===== src/verilog/osau_pkg.sv =====
package osau_pkg;

  // ----------------------------------------------------------------
  // Specifier byte layout
  // ----------------------------------------------------------------
  localparam int        SPEC_MODE_HI   = 7;
  localparam int        SPEC_MODE_LO   = 4;
  localparam int        SPEC_REG_HI    = 3;
  localparam int        SPEC_REG_LO    = 0;

  // ----------------------------------------------------------------
  // Addressing mode codes
  // ----------------------------------------------------------------
  localparam logic [3:0] MODE_INDEX     = 4'h4;
  localparam logic [3:0] MODE_REG       = 4'h5;
  localparam logic [3:0] MODE_REGDEF    = 4'h6;
  localparam logic [3:0] MODE_AUTODEC   = 4'h7;
  localparam logic [3:0] MODE_AUTOINC   = 4'h8;
  localparam logic [3:0] MODE_AUTOINCDF = 4'h9;
  localparam logic [3:0] MODE_BDISP     = 4'hA;
  localparam logic [3:0] MODE_WDISP     = 4'hC;
  localparam logic [3:0] MODE_LDISP     = 4'hE;
  localparam logic [3:0] REG_PC         = 4'hF;

  // ----------------------------------------------------------------
  // Sizes, context codes and byte enables
  // ----------------------------------------------------------------
  localparam logic [2:0]  CTX_BYTE      = 3'h0;
  localparam logic [2:0]  CTX_WORD      = 3'h1;
  localparam logic [2:0]  CTX_LONG      = 3'h2;
  localparam logic [2:0]  CTX_QUAD      = 3'h3;
  localparam logic [2:0]  CTX_OCTA      = 3'h4;
  localparam logic [4:0]  DISP_LEN_B    = 5'h1;
  localparam logic [4:0]  DISP_LEN_W    = 5'h2;
  localparam logic [4:0]  DISP_LEN_L    = 5'h4;
  localparam logic [31:0] PTR_BYTES     = 32'h4;
  localparam logic [1:0]  RES_SZ_BYTE   = 2'h0;
  localparam logic [1:0]  RES_SZ_WORD   = 2'h1;
  localparam logic [3:0]  WBE_BYTE      = 4'h1;
  localparam logic [3:0]  WBE_WORD      = 4'h3;
  localparam logic [3:0]  WBE_LONG      = 4'hF;

  // ----------------------------------------------------------------
  // Shared arithmetic
  // ----------------------------------------------------------------
  function automatic logic [31:0] osau_sext(input logic [31:0] v, input logic [4:0] len);
    unique case (len)
      DISP_LEN_B: osau_sext = {{24{v[7]}}, v[7:0]};
      DISP_LEN_W: osau_sext = {{16{v[15]}}, v[15:0]};
      default:    osau_sext = v;
    endcase
  endfunction

  function automatic logic [4:0] osau_size(input logic [2:0] ctx);
    osau_size = 5'(5'h1 << ctx);
  endfunction

  function automatic logic [3:0] osau_wbe(input logic [1:0] sz);
    unique case (sz)
      RES_SZ_BYTE: osau_wbe = WBE_BYTE;
      RES_SZ_WORD: osau_wbe = WBE_WORD;
      default:     osau_wbe = WBE_LONG;
    endcase
  endfunction

endpackage


===== src/verilog/osau_dec_if.sv =====
`timescale 1ns/100ps
interface osau_split_if;
  logic [7:0] spec;
  logic [3:0] mode;
  logic [3:0] rnum;
  logic       is_lit;
  logic       is_reg;
  logic       is_index;
  logic       modifies;
  logic [4:0] disp_len;

  modport split (input spec, output mode, rnum, is_lit, is_reg, is_index, modifies, disp_len);
  modport use_side (output spec, input mode, rnum, is_lit, is_reg, is_index, modifies, disp_len);
endinterface


===== src/verilog/osau_spec_dec.sv =====
`timescale 1ns/100ps
module osau_spec_split (
  osau_split_if.split d
);

  // ----------------------------------------------------------------
  // Specifier byte split
  // ----------------------------------------------------------------
  // RULE19: mode high, register low
  assign d.mode     = d.spec[osau_pkg::SPEC_MODE_HI:osau_pkg::SPEC_MODE_LO];
  assign d.rnum     = d.spec[osau_pkg::SPEC_REG_HI:osau_pkg::SPEC_REG_LO];
  assign d.is_lit   = (d.mode[3:2] == 2'h0);
  assign d.is_index = (d.mode == osau_pkg::MODE_INDEX);
  assign d.is_reg   = (d.mode == osau_pkg::MODE_REG);
  assign d.modifies = (d.mode == osau_pkg::MODE_AUTODEC) || (d.mode == osau_pkg::MODE_AUTOINC) ||
                      (d.mode == osau_pkg::MODE_AUTOINCDF);

  // RULE8: byte, word or longword displacement
  always_comb begin
    unique case (d.mode[2:1])
      2'h1:    d.disp_len = osau_pkg::DISP_LEN_B;
      2'h2:    d.disp_len = osau_pkg::DISP_LEN_W;
      default: d.disp_len = osau_pkg::DISP_LEN_L;
    endcase
  end

endmodule // osau_spec_split


===== src/verilog/osau_top.sv =====
//
// Contract
// RULE1: Autodecrement subtracts operand size, writes register back, uses reduced value.
// RULE2: Autodecrement on program counter gives unpredictable address and flag.
// RULE3: Autoincrement uses register as address, then advances it by size.
// RULE4: Autoincrement on program counter is immediate, operand taken from stream.
// RULE5: Autoincrement deferred fetches pointer longword, then advances register by four.
// RULE6: Autoincrement deferred on program counter is absolute mode.
// RULE7: Word result writes replace only the low half of a register.
// RULE8: Displacement of 8, 16 or 32 bits, sign-extended, added to register.
// RULE9: Displacement on program counter is relative mode.
// RULE10: Displacement deferred reads longword at sum; contents are operand address.
// RULE11: Displacement deferred on program counter is relative deferred mode.
// RULE12: Index value shifted left by data-type context, zero to four.
// RULE13: Index specifier: mode 4 plus index register, then base specifier byte.
// RULE14: Indexed address is evaluated base address plus scaled index.
// RULE15: Register, literal or index base raises illegal addressing mode fault.
// RULE16: Base faults or unpredictability carry over unchanged under index mode.
// RULE17: Program counter as index register raises reserved addressing mode fault.
// RULE18: Modifying base on the index register makes the address unpredictable.
// RULE19: Specifier byte: mode in upper nibble, register in lower nibble.
//
`timescale 1ns/100ps
module osau_top (
  input  wire logic        CLK,
  input  wire logic        RST_N,
  input  wire logic        START,
  input  wire logic [2:0]  CTX,
  input  wire logic [31:0] PC_START,
  input  wire logic        IBYTE_VALID,
  input  wire logic [7:0]  IBYTE,
  output logic             IBYTE_READY,
  output logic [3:0]       REG_RADDR,
  input  wire logic [31:0] REG_RDATA,
  output logic             REG_WE,
  output logic [3:0]       REG_WADDR,
  output logic [31:0]      REG_WDATA,
  output logic [3:0]       REG_WBE,
  input  wire logic        RES_WE,
  input  wire logic [3:0]  RES_REG,
  input  wire logic [31:0] RES_DATA,
  input  wire logic [1:0]  RES_SIZE,
  output logic             MEM_REQ,
  output logic [31:0]      MEM_ADDR,
  input  wire logic        MEM_ACK,
  input  wire logic [31:0] MEM_RDATA,
  output logic             BUSY,
  output logic             DONE,
  output logic [31:0]      OP_ADDR,
  output logic [31:0]      PC_NEXT,
  output logic             FAULT_RSVD,
  output logic             FAULT_ILLEGAL,
  output logic             UNPRED,
  output logic             UNHANDLED
);

  // ----------------------------------------------------------------
  // Types
  // ----------------------------------------------------------------
  typedef enum logic [2:0] {ST_IDLE, ST_SPEC, ST_REGRD, ST_DISP, ST_MEMRD, ST_IDXRD} osau_state_e;
  typedef enum logic [1:0] {K_DISP, K_IMM, K_ABS} osau_kind_e;

  typedef struct packed {
    osau_state_e st;
    osau_kind_e  kind;
    logic [2:0]  ctx;
    logic [31:0] pc;
    logic        in_idx;
    logic [3:0]  xreg;
    logic [3:0]  mode;
    logic [3:0]  rnum;
    logic [31:0] base;
    logic [31:0] acc;
    logic [4:0]  cnt;
    logic [4:0]  need;
    logic        defer;
    logic        pend_wb;
    logic [31:0] wb_val;
    logic        ibyte_ready;
    logic [3:0]  reg_raddr;
    logic        reg_we;
    logic [3:0]  reg_waddr;
    logic [31:0] reg_wdata;
    logic [3:0]  reg_wbe;
    logic        mem_req;
    logic [31:0] mem_addr;
    logic        busy;
    logic        done;
    logic [31:0] addr;
    logic        fault_rsvd;
    logic        fault_ill;
    logic        unpred;
    logic        unhandled;
  } osau_state_s;

  osau_state_s q;
  osau_state_s n;
  logic        rst_n_meta_ff;
  logic        rst_n_ff;

  // ----------------------------------------------------------------
  // Reset release
  // ----------------------------------------------------------------
  always_ff @(posedge CLK or negedge RST_N) begin
    if (!RST_N) begin
      rst_n_meta_ff <= 1'b0;
      rst_n_ff      <= 1'b0;
    end else begin
      rst_n_meta_ff <= 1'b1;
      rst_n_ff      <= rst_n_meta_ff;
    end
  end

  // ----------------------------------------------------------------
  // Specifier decode
  // ----------------------------------------------------------------
  osau_split_if dif ();

  assign dif.spec = IBYTE;

  osau_spec_split u_split (
    .d (dif.split)
  );

  // ----------------------------------------------------------------
  // Sequencing
  // ----------------------------------------------------------------
  logic [31:0] base_val;
  logic [31:0] size_val;
  logic [31:0] acc_new;
  logic [31:0] pc_inc;
  logic [31:0] disp_sum;
  logic [4:0]  cnt_inc;
  logic        post;
  logic        fin;

  always_comb begin
    n        = q;
    n.reg_we = 1'b0;
    n.done   = 1'b0;
    post     = 1'b0;
    fin      = 1'b0;
    base_val = (q.rnum == osau_pkg::REG_PC) ? q.pc : REG_RDATA;
    size_val = 32'(osau_pkg::osau_size(q.ctx));
    pc_inc   = q.pc + 32'h1;
    cnt_inc  = q.cnt + 5'h1;
    acc_new  = q.acc | (32'(IBYTE) << {q.cnt[1:0], 3'h0});
    disp_sum = ((q.rnum == osau_pkg::REG_PC) ? pc_inc : q.base) + osau_pkg::osau_sext(acc_new, q.need);

    unique case (q.st)
      ST_IDLE: begin
        if (RES_WE) begin
          // RULE7: byte-enabled result write
          n.reg_we    = 1'b1;
          n.reg_waddr = RES_REG;
          n.reg_wdata = RES_DATA;
          n.reg_wbe   = osau_pkg::osau_wbe(RES_SIZE);
        end else if (START) begin
          n.ctx         = CTX;
          n.pc          = PC_START;
          n.in_idx      = 1'b0;
          n.pend_wb     = 1'b0;
          n.fault_rsvd  = 1'b0;
          n.fault_ill   = 1'b0;
          n.unpred      = 1'b0;
          n.unhandled   = 1'b0;
          n.ibyte_ready = 1'b1;
          n.st          = ST_SPEC;
        end
      end

      ST_SPEC: begin
        if (IBYTE_VALID) begin
          n.pc = pc_inc;
          if (q.in_idx && (dif.is_lit || dif.is_reg || dif.is_index)) begin
            // RULE15: bad base under index
            n.fault_ill = 1'b1;
            fin         = 1'b1;
          end else if (dif.is_index) begin
            if (dif.rnum == osau_pkg::REG_PC) begin
              // RULE17: pc as index register
              n.fault_rsvd = 1'b1;
              fin          = 1'b1;
            end else begin
              // RULE13: base byte follows
              n.in_idx = 1'b1;
              n.xreg   = dif.rnum;
            end
          end else if (dif.is_lit || dif.is_reg) begin
            n.unhandled = 1'b1;
            fin         = 1'b1;
          end else begin
            // RULE18: base modifies index register
            n.unpred      = q.in_idx && dif.modifies && (dif.rnum == q.xreg);
            n.mode        = dif.mode;
            n.rnum        = dif.rnum;
            n.reg_raddr   = dif.rnum;
            n.need        = dif.disp_len;
            n.ibyte_ready = 1'b0;
            n.st          = ST_REGRD;
          end
        end
      end

      ST_REGRD: begin
        n.base = base_val;
        n.acc  = 32'h0;
        n.cnt  = 5'h0;
        n.kind = K_DISP;
        // RULE16: same checks apply under index
        unique case (q.mode)
          osau_pkg::MODE_REGDEF: begin
            n.addr = base_val;
            post   = 1'b1;
          end
          osau_pkg::MODE_AUTODEC: begin
            // RULE2: pc makes result unpredictable
            if (q.rnum == osau_pkg::REG_PC) begin
              n.unpred = 1'b1;
            end
            // RULE1: predecrement and write back
            n.addr      = base_val - size_val;
            n.reg_we    = 1'b1;
            n.reg_waddr = q.rnum;
            n.reg_wdata = base_val - size_val;
            n.reg_wbe   = osau_pkg::WBE_LONG;
            post        = 1'b1;
          end
          osau_pkg::MODE_AUTOINC: begin
            if (q.rnum == osau_pkg::REG_PC) begin
              // RULE4: immediate, skip operand bytes
              n.addr        = q.pc;
              n.kind        = K_IMM;
              n.need        = osau_pkg::osau_size(q.ctx);
              n.ibyte_ready = 1'b1;
              n.st          = ST_DISP;
            end else begin
              // RULE3: address then postincrement
              n.addr      = base_val;
              n.reg_we    = 1'b1;
              n.reg_waddr = q.rnum;
              n.reg_wdata = base_val + size_val;
              n.reg_wbe   = osau_pkg::WBE_LONG;
              post        = 1'b1;
            end
          end
          osau_pkg::MODE_AUTOINCDF: begin
            if (q.rnum == osau_pkg::REG_PC) begin
              // RULE6: absolute address from stream
              n.kind        = K_ABS;
              n.need        = osau_pkg::DISP_LEN_L;
              n.ibyte_ready = 1'b1;
              n.st          = ST_DISP;
            end else begin
              // RULE5: fetch pointer, then add four
              n.mem_req  = 1'b1;
              n.mem_addr = base_val;
              n.pend_wb  = 1'b1;
              n.wb_val   = base_val + osau_pkg::PTR_BYTES;
              n.st       = ST_MEMRD;
            end
          end
          default: begin
            n.defer       = q.mode[0];
            n.ibyte_ready = 1'b1;
            n.st          = ST_DISP;
          end
        endcase
      end

      ST_DISP: begin
        if (IBYTE_VALID) begin
          n.pc  = pc_inc;
          n.acc = acc_new;
          n.cnt = cnt_inc;
          if (cnt_inc == q.need) begin
            n.ibyte_ready = 1'b0;
            unique case (q.kind)
              K_IMM: begin
                post = 1'b1;
              end
              K_ABS: begin
                n.addr = acc_new;
                post   = 1'b1;
              end
              default: begin
                // RULE8: sign-extend and add
                // RULE9: pc base is pc after displacement
                // RULE11: pc deferred is relative deferred
                if (q.defer) begin
                  // RULE10: fetch operand address
                  n.mem_req  = 1'b1;
                  n.mem_addr = disp_sum;
                  n.st       = ST_MEMRD;
                end else begin
                  n.addr = disp_sum;
                  post   = 1'b1;
                end
              end
            endcase
          end
        end
      end

      ST_MEMRD: begin
        if (MEM_ACK) begin
          n.mem_req = 1'b0;
          n.addr    = MEM_RDATA;
          if (q.pend_wb) begin
            // RULE5: advance after fetch
            n.pend_wb   = 1'b0;
            n.reg_we    = 1'b1;
            n.reg_waddr = q.rnum;
            n.reg_wdata = q.wb_val;
            n.reg_wbe   = osau_pkg::WBE_LONG;
          end
          post = 1'b1;
        end
      end

      ST_IDXRD: begin
        // RULE12: context-scaled index
        // RULE14: base plus scaled index
        n.addr = q.addr + (REG_RDATA << q.ctx);
        fin    = 1'b1;
      end

      default: begin
        fin = 1'b1;
      end
    endcase

    if (post) begin
      if (q.in_idx) begin
        n.reg_raddr = q.xreg;
        n.st        = ST_IDXRD;
      end else begin
        fin = 1'b1;
      end
    end

    if (fin) begin
      n.done        = 1'b1;
      n.ibyte_ready = 1'b0;
      n.mem_req     = 1'b0;
      n.st          = ST_IDLE;
    end
    n.busy = (n.st != ST_IDLE);
  end

  always_ff @(posedge CLK or negedge rst_n_ff) begin
    if (!rst_n_ff) begin
      q <= '0;
    end else begin
      q <= n;
    end
  end

  // ----------------------------------------------------------------
  // Outputs
  // ----------------------------------------------------------------
  assign IBYTE_READY   = q.ibyte_ready;
  assign REG_RADDR     = q.reg_raddr;
  assign REG_WE        = q.reg_we;
  assign REG_WADDR     = q.reg_waddr;
  assign REG_WDATA     = q.reg_wdata;
  assign REG_WBE       = q.reg_wbe;
  assign MEM_REQ       = q.mem_req;
  assign MEM_ADDR      = q.mem_addr;
  assign BUSY          = q.busy;
  assign DONE          = q.done;
  assign OP_ADDR       = q.addr;
  assign PC_NEXT       = q.pc;
  assign FAULT_RSVD    = q.fault_rsvd;
  assign FAULT_ILLEGAL = q.fault_ill;
  assign UNPRED        = q.unpred;
  assign UNHANDLED     = q.unhandled;

endmodule // osau_top

===== config.mk =====
export PLATFORM = sky130hd
export DESIGN_NAME = osau_top
export DESIGN_NICKNAME = d
export VERILOG_FILES = /design/src/verilog/osau_pkg.sv /design/src/verilog/osau_dec_if.sv /design/src/verilog/osau_spec_dec.sv /design/src/verilog/osau_top.sv
export SDC_FILE = /design/constraint.sdc
export NUM_CORES = 1
export LEC_CHECK = 0
export BUFFER_PORTS_ARGS = -buffer_cell sky130_fd_sc_hd__buf_2
export CORE_MARGIN = 4
export CORE_UTILIZATION = 55
export DETAILED_ROUTE_END_ITERATION = 7
export PLACE_DENSITY = 0.77
export SYNTH_ARGS = -nofsm -noshare
export SYNTH_HDL_FRONTEND = slang
export SYNTH_HIERARCHICAL = 1
export SYNTH_SLANG_ARGS = --single-unit

===== constraint.sdc =====
create_clock -name CLK -period 11.6 [get_ports CLK]
set_input_delay 0.58 -clock CLK [delete_from_list [all_inputs] [get_ports CLK]]
set_output_delay 0.58 -clock CLK [all_outputs]
set_load 0.03 [all_outputs]

; After elaboration in Yosys (flattened, before gate mapping)
; Index checks and enable logic that the tools add are counted.
; Widths: inputs -> output; s select.
[op_classes]
n_mux = 121
n_reduce_logical = 44
bitwise = 8
addsub = 7
n_shift = 3
eq_ne = 70
[ops]
columns = op, count
row1 = $mux 33, 10
row2 = $mux 32, 8
row3 = $pmux 32 s2, 3
row4 = $pmux 32 s3, 2
row5 = $pmux 32 s4, 1
row6 = $mux 41, 3
row7 = $pmux 41 s3, 1
row8 = $pmux 41 s2, 1
row9 = $pmux 37 s2, 1
row10 = $mux 5, 13
row11 = $add 32x32->32, 2
row12 = $ne 3x3->1 const B, 16
row13 = $mux 45, 1
row14 = $mux 3, 14
row15 = $mux 42, 1
row16 = $ne 2x2->1 const B, 21
row17 = $mux 37, 1
row18 = $reduce_and 7->1, 5
row19 = $add 32x1->32 const B, 1
row20 = $add 32x3->32 const B, 1
row21 = $add 32x5->32, 1
row22 = $or 32x32->32, 1
row23 = $shl 32x3->32, 1
row24 = $shl 8x5->32, 1
row25 = 51 further kinds, 143
[totals]
out_inout_bits = 149
elab_cells = 285
reg_bits = 280

; Depth between registers and ports, before layout
; Gate-level depths: netlist of run 1.
[logic_depth]
ltp_word = 11
mapped_depth = 22
mapped_depth_nobuf = 18

; Modules after synthesis
; The synthesis of run 1 kept the hierarchy.
[modules_own_cells]
columns = module, area_each_um2, n_inst, cells_per_inst, seq_area_each_um2
row1 = osau_top, 22744.3, 1, 2862, 6981.7
row2 = osau_spec_split, 148.9, 1, 20, 0.0

; Worst setup path after synthesis of run 1
; No wires, ideal clock.
[synth_path]
path_kind = register to register
from = register q[227] (netlist bit)
to = register q, in the netlist REG_WDATA[28]
stages_incl_launch_ff = 22
setup_ns = 0.121
slack_ns = 6.393
path_buffers = 8
required_time_ns = 11.479
arrival_ns = 5.085
period_less_slack_ns = 5.207
path_cell_list = dfrtp_1 > nand4_1 > buf_6 > buf_12 > buf_6 > buf_4 > buf_2 > clkbuf_1 > clkbuf_1 > mux2i_1 > inv_1 > fa_1 > a21o_1 > a21o_1 > a2111oi_4 > nand3_1 > or2_1 > clkbuf_1 > or3_1 > xnor2_1 > o21ai_0 > o22a_1
[synth_via]
elab_chain_len = 6
elab_cells_between_ends = 9
classes_between = add/sub: 2 / eq/ne: 2 / mux: 4 / reduce/logical: 1
[synth_lines]
columns = element, line
row1 = "start, declared", osau_top.sv:96  ; osau_state_s q;
row2 = "start signal, assigned", osau_top.sv:355  ; q <= n;
row3 = $eq 4x4->1 (*), osau_top.sv:143  ; base_val = (q.rnum == osau_pkg::REG_PC) ? q.pc : REG_RDATA;
row4 = $mux 32 (*), osau_top.sv:143
row5 = via base_val[1], osau_top.sv:128  ; logic [31:0] base_val;
row6 = $add 32x5->32, osau_top.sv:242  ; n.reg_wdata = base_val + size_val;
row7 = $mux 41, osau_top.sv:230  ; if (q.rnum == osau_pkg::REG_PC) begin
row8 = $pmux 41 s2 (*), osau_top.sv:211  ; unique case (q.mode)
row9 = $pmux 41 s3 (*), osau_top.sv:150  ; unique case (q.st)
; Mark *: on every way through the listed nets, which the timed path passes. The rest lies on a longest branch. The select of a mux whose other input is x is not followed.
; A chain may end at the register's enable or synchronous reset.

; Worst setup path after layout of run 1
[layout_path]
from = register q[226] (netlist bit)
to = register q, in the netlist OP_ADDR[16]
[layout_via]
elab_cells_between_ends = 12
classes_between = add/sub: 2 / eq/ne: 1 / mux: 9
[layout_lines]
columns = element, line
row1 = $eq 4x4->1, osau_top.sv:143
row2 = $mux 32, osau_top.sv:143
row3 = via base_val[2], osau_top.sv:128
row4 = $sub 32x5->32, osau_top.sv:222  ; n.addr = base_val - size_val;
row5 = $pmux 32 s3, osau_top.sv:211
row6 = $pmux 32 s4, osau_top.sv:150
; The timed path passes the listed nets, and every way through them passes these cells. The select of a mux whose other input is x is not followed.

==> results of run 1 <==
[area by class of cell]
class	instances	area (sq um)	area share (%)
clock inverter	13	206	0.828
timing repair buffer	363	1990	7.99
tap	532	666	2.67
clock buffer	46	987	3.96
inverter	65	244	0.978
multi-input combinational	2207	13900	55.6
sequential	279	6990	28.0
[metal layers]
| layer | up-vias | part of all wire, % | GRT usage, % |
|---|---|---|---|
| met4 | 0 | 5.1 | 17.1 |
| met2 | 1576 | 42 | 58.6 |
| met5 | - | 0 | 0 |
| met3 | 261 | 12 | 7.89 |
| li1 | 10326 | - | - |
| met1 | 11256 | 42 | 60.0 |
[cells in the mapped netlist (27+ instances only)]
cell / n / area, sq um
a21o_1: 34 / 255
a21oi_1: 281 / 1410
buf_4: 151 / 1130
clkbuf_1: 152 / 571
dfrtp_1: 279 / 6980
ha_1: 78 / 976
inv_1: 61 / 229
mux2_2: 48 / 541
mux2i_1: 50 / 500
nand2_1: 326 / 1220
nand3_1: 54 / 270
nor2_1: 291 / 1090
nor3_1: 63 / 315
nor4_1: 27 / 169
o21ai_0: 277 / 1390
o22ai_1: 36 / 225
xnor2_1: 118 / 1030
xor2_1: 78 / 683
[worst max-delay path, stage by stage, from the launching register on]
cell and delay [ps]:
dfrtp_1 410, nand4_1 110, buf_4 500, buf_4 740, nor2_1 80, a21oi_1 320, inv_1 160, ha_1 440
a21o_1 200, a21o_1 270, a2111oi_4 630, nand3_1 210, nor2_1 380, nand2_1 120, xnor2_1 160, a2111oi_0 510
a32o_1 230
[flip-flops by register name, indices dropped and copies added, names as in the netlist, 3 cells and up]
name and flops:
REG_WBE 3, REG_RADDR 4, PC_NEXT 32, REG_WADDR 4, MEM_ADDR 32, REG_WDATA 32, q 129, OP_ADDR 32
[power by group through the flow]
stage | registers, mW | clock network [mW] | logic, mW
4_1_cts | 1.84 | 1.17 | 4.99
2_1_floorplan | 1.65 | 0 | 3.84
5_1_grt | 1.90 | 1.22 | 5.48
3_5_place_dp | 1.85 | 0 | 4.96
6_report | 1.87 | 1.18 | 5.15
3_3_place_gp | 1.83 | 0 | 4.93
[what timing repair did]
| action | 4_1_cts | 5_1_grt |
|---|---|---|
| hold endpoints to repair | 2 | 0 |
| hold buffers | 1 | 0 |
| setup endpoints to repair | 0 | 0 |
[cells in the final DEF (no fill, tap or decap), drive strengths merged, types with 25 or more instances in the layout]
| master | count |
|---|---|
| buf | 362 |
| nand2 | 326 |
| nor2 | 291 |
| o21ai | 284 |
| a21oi | 281 |
| dfrtp | 279 |
| xnor2 | 118 |
| xor2 | 78 |
| ha | 78 |
| nor3 | 65 |
| inv | 64 |
| nand3 | 54 |
| mux2i | 54 |
| mux2 | 48 |
| clkbuf | 46 |
| o22ai | 36 |
| a21o | 34 |
| nor4 | 27 |
| nand4 | 26 |
| a22oi | 26 |
| a211oi | 25 |
| a222oi | 25 |
[kinds of logic after synthesis]
logic type	count (synthesis)	share of synthesized area (%)
adder cells (fa/ha/maj)	82	4.61
buffers and inverters	397	9.17
AND/OR/NAND/NOR	922	18.2
flip-flops	279	30.5
XOR/XNOR	196	7.50
multiplexers	117	6.30
other	2	0.0328
AO/OA/AOI/OAI	887	23.7
[per-stage QoR]
| step | cell area, sq um | power, mW |
|---|---|---|
| after floorplan | 22900 | 5.49 |
| after global placement | 23700 | 6.76 |
| after detailed placement | 23700 | 6.81 |
| after CTS | 24900 | 8.00 |
| after global routing | 24900 | 8.60 |
| final | 24900 | 8.19 |
[path summary, 6_finish.rpt]
kind	cells after the start	startpoint	to	slack [ps]
worst max-delay path	16	q[226]	OP_ADDR[16]	6000
worst min-delay path	3	RES_REG[3]	REG_WADDR[3]	250
worst max register to register	16	q[226]	OP_ADDR[16]	6000
worst min register to register	0	rst_n_meta_ff	rst_n_ff	360
max in group asynchronous	2	rst_n_ff	MEM_ADDR[7]	8960
min in group asynchronous	2	RST_N	rst_n_ff	330
==> reports/metrics.cfg, run 1 <==
[run_status]
outcome=finished, violations left
violations=design-rule violations

[placement]
hpwl_mm=73.1
place_ws_ps=6160
dp.cells=3445
gp_congestion=1.04
io_buffers=299

[clocking]
clk_latency_ps=560
post_cts_resized=0
cts_setup_buffers=0
clock-root-buffer=clkbuf_16
clock-sinks=279
htreeDepth=2
clk_pin_slew_ps=60
cts_tree=built
cts_buffers=35
clockBufferDepth=3

[synth]
synthArstFlopShare_pct=100
synth.distinct_cells=87
yosys_register_bits=279
synth_cells=2882
ys.flop_type=dfrtp_1
yosys_warnings=6
synth-edff-count=0
syn_area_sq_um=22900
avgSynthCellArea_sq_um=7.94
yosysSeqAreaShare_pct=30.5

[floorplanning]
rows=74
io_pins=300
die_w_um=212
fp.dieArea_sq_um=45000
core_sq_um=41000
start_util_pct=55.8
die_y_um=212

[pwr]
p_per_area_nw_per_um2=328
max-vdd-ir-drop_v=0.000199
comb_power_share_pct=62.8
netSwitchingPower_mw=4.40
sw_frac_of_total_pct=53.7
p_int_mw=3.79
clkPwrFrac_pct=14.4
p_leak_nw=11.1
p_seq_share_pct=22.8

[cells_and_area]
instances_no_fill=3505
area_growth_pct=8.95
antenna_cells=0
fillers=3718
utilization_pct=60.8
nets=3184
drive_gt1_share_pct=17.3

[global_routing]
grt_max_degree=153
grt_pass1_vias=21700
gr-total-overflow=0
grt_pass1_wl_mm=139
grtUsageTotal_pct=40.7
antenna_found_initial=1

[run]
drv.max_cap_violation_count=0

[sta]
finClkSkew_ps=21.4
setup_slack_ps=6000
timing.final.max_slew_violations=0
final.setup.tns_ps=0
fmax_ghz=0.178
worst_pin_slew_ps=1350
finalHoldViolations=0
rsz0062_at_grt=false
setup_violations=0
relSlewSlack_pct=8.89
period_share_pct=48.3
fin_crit_ps=5600
hold_ws_ps=245

[drt]
ant_nets=0
route.detailed.drc=14
firstDrtPassIters=8
drtIter0Drc=3629
vias=23419
vias_per_cell=6.68
routed_wl_mm=94.5
routedWlPerCell_um=27.0

[worst_setup_path]
path_max_fanout=59
arrival_ps=6100
critPathLaunchType=flip-flop
worstPathRequired_ps=12100
critical_path_class=flip-flop to flip-flop
cp-end-kind=flip-flop

[worst_hold_path]
hold_path.class=input port to flip-flop

Note: power is estimated with default switching activity, not from simulation.
==> run 2: changes to the inputs <==
--- a/config.mk
+++ b/config.mk
@@ -7,9 +7,9 @@
 export LEC_CHECK = 0
 export BUFFER_PORTS_ARGS = -buffer_cell sky130_fd_sc_hd__buf_2
 export CORE_MARGIN = 4
-export CORE_UTILIZATION = 55
+export CORE_UTILIZATION = 54
 export DETAILED_ROUTE_END_ITERATION = 7
-export PLACE_DENSITY = 0.77
+export PLACE_DENSITY = 0.78
 export SYNTH_ARGS = -nofsm -noshare
 export SYNTH_HDL_FRONTEND = slang
 export SYNTH_HIERARCHICAL = 1
==> constraint.sdc (replaced) <==
create_clock -name CLK -period 4.9 [get_ports CLK]
set_input_delay 0.245 -clock CLK [delete_from_list [all_inputs] [get_ports CLK]]
set_output_delay 0.245 -clock CLK [all_outputs]
set_load 0.03 [all_outputs]
==> run 2 against run 1 <==
The flow still finishes with violations (design-rule violations). First-iteration DRC count up 12%. Sequential cell count unchanged. Final cell count up 3.4%. Critical path type unchanged. Largest power group unchanged.
==> reports/metrics.cfg, run 2 (synthesized netlist as in run 1, its figures left out) <==
[worst_setup_path]
reg2reg_slack_ps=240  ; was 6000 ps
rr_endpoint=OP_ADDR[29]  ; was OP_ADDR[16]
critical_path_class=flip-flop to flip-flop  ; unchanged
cp-startpoint=PC_NEXT[3]  ; was q[226]
r2r-start=PC_NEXT[3]  ; was q[226]
critPathLaunchType=flip-flop  ; unchanged
worstPathRequired_ps=5380  ; was 12100 ps
path_max_fanout=7  ; was 59
arrival_ps=5140  ; was 6100 ps
reg2reg_depth=18  ; was 16
cp-end-kind=flip-flop  ; unchanged

[global_routing]
grt_pass1_vias=23129  ; was 21.7k
grt_pass1_wl_mm=147  ; was 139 mm
grt_max_degree=105  ; was 153
gr-total-overflow=0  ; unchanged
grtUsageTotal_pct=41.7  ; was 40.7%
antenna_found_initial=3  ; was 1

[clocking]
clockBufferDepth=3  ; unchanged
htreeDepth=2  ; unchanged
clk_pin_slew_ps=60  ; about the same
cts_tree=built  ; unchanged
cts_setup_buffers=0  ; unchanged
clk_latency_ps=590  ; was 560 ps
clock-sinks=279  ; unchanged
clock-root-buffer=clkbuf_16  ; unchanged
cts_buffers=34  ; was 35

[floorplanning]
core_sq_um=41900  ; was 41000 sq um
io_pins=300  ; unchanged
die_w_um=214  ; was 212 um
fp.dieArea_sq_um=45800  ; was 45000 sq um
rows=75  ; was 74
die_y_um=214  ; was 212 um
start_util_pct=54.6  ; was 55.8%

[cells_and_area]
instances_no_fill=3625  ; was 3505
top_register=q  ; unchanged
drive_gt1_share_pct=19.3  ; was 17.3%
nets=3295  ; was 3184
final_cell_mix=325 x nand2_1, 299 x buf_2, 284 x nor2_1, 281 x a21oi_1, 276 x o21ai_0  ; was 325 x nand2_1, 299 x buf_2, 288 x nor2_1, 281 x a21oi_1, 278 x dfrtp_1
antenna_cells=0  ; unchanged
area_growth_pct=13.4  ; was 8.95%
final_common_cell=nand2_1  ; unchanged
utilization_pct=61.9  ; was 60.8%
largest_register_ffs=129  ; unchanged

[placement]
hpwl_mm=77.5  ; was 73.1 mm
io_buffers=299  ; unchanged
gp_congestion=1.09  ; was 1.04
dp.cells=3520  ; was 3445

[pwr]
p_per_area_nw_per_um2=759  ; was 328 nW/um^2
max-vdd-ir-drop_v=0.000448  ; was 0.000199 V
p_leak_nw=11.6  ; was 11.1 nW
total_power_mw=19.7  ; was 8.19 mW

[sta]
rsz0062_at_grt=false  ; unchanged
hold_ws_ps=8.80  ; was 245 ps
finalHoldViolations=0  ; unchanged
setup_violations=0  ; unchanged
fmax_ghz=0.215  ; was 0.178 GHz
final.setup.tns_ps=0  ; unchanged
period_share_pct=95.1  ; was 48.3%
worst_pin_slew_ps=1330  ; was 1350 ps
finClkSkew_ps=41.2  ; was 21.4 ps
timing.final.max_slew_violations=0  ; unchanged
fin_crit_ps=4660  ; was 5600 ps
relSlewSlack_pct=10.7  ; was 8.89%

[drt]
route.detailed.drc=3  ; was 14
vias=24101  ; was 23.4k
routedWlPerCell_um=27.5  ; was 27.0 um
vias_per_cell=6.65  ; was 6.68
routed_wl_mm=99.5  ; was 94.5 mm
drtIter0Drc=4064  ; was 3629
firstDrtPassIters=8  ; unchanged
ant_nets=0  ; unchanged

[run]
drv.max_cap_violation_count=0  ; unchanged

[worst_hold_path]
hold-path-endpoint=REG_WDATA[4]  ; was REG_WADDR[3]
hold_depth=3  ; unchanged
hold_path.class=input port to flip-flop  ; unchanged
holdCritStartpoint=RES_DATA[4]  ; was RES_REG[3]

[run_status]
outcome=finished, violations left  ; unchanged
violations=design-rule violations  ; unchanged

[run 2: timing repair]
action / in CTS / in global routing
hold buffers: 45 / 0
gates resized for setup: 0 / 11
setup endpoints to repair: 0 / 15
hold endpoints to repair: 45 / 0
[run 2: worst max-delay path: stages (launching register included)]
cell and delay (ps):
dfrtp_1 480, nand4_1 160, or4_1 590, buf_4 190
nor2_2 190, nand3_1 160, xnor2_1 230, o21ai_0 110
ha_1 390, and3_1 270, nand2_1 100, a31oi_1 180
a311oi_1 70, buf_4 170, o311ai_0 400, buf_4 200
xor2_1 340, nand2_1 130, a21oi_1 190
[run 2: per-layer routing]
metal  vias up  track usage, %  wire length, um
met4         2            19.0             5480
met2      1775            60.9            41400
met3       296            13.6            13300
li1      10560               -                -
met1     11468            56.7            39300
met5         -               0                9
[run 2: final cells by class]
class / count / area [sq um]
fillers: 3723 / 16000
multi-input cells: 2207 / 13900
flip-flops and latches: 279 / 6990
repair buffers: 475 / 2980
clock buffers: 44 / 958
well taps: 539 / 674
inverters: 65 / 244
clock inverters: 16 / 221
[run 2: how the worst max path moves through the flow]
stage | slack [ps] | endpoint | depth (start not counted)
after detailed placement | 280 | MEM_ADDR[29] | 17
after global placement | 430 | OP_ADDR[28] | 18
final | 240 | OP_ADDR[29] | 18
after CTS | 220 | OP_ADDR[29] | 17
after global routing | 10 | OP_ADDR[28] | 17
after floorplan | 20 | REG_WDATA[28] | 21
[run 2: power breakdown]
group	internal, mW	switching (mW)
combinational	4.29	8.35
clock	1.56	1.14
sequential	3.28	1.09
total	9.12	10.6
[run 2: per-stage QoR]
step | instance area (sq um) | setup WS [ps]
global route | 26000 | 13.0
global placement | 24300 | 425
floorplan | 22900 | 20.2
finish | 26000 | 240
CTS | 25900 | 218
detailed placement | 24300 | 283
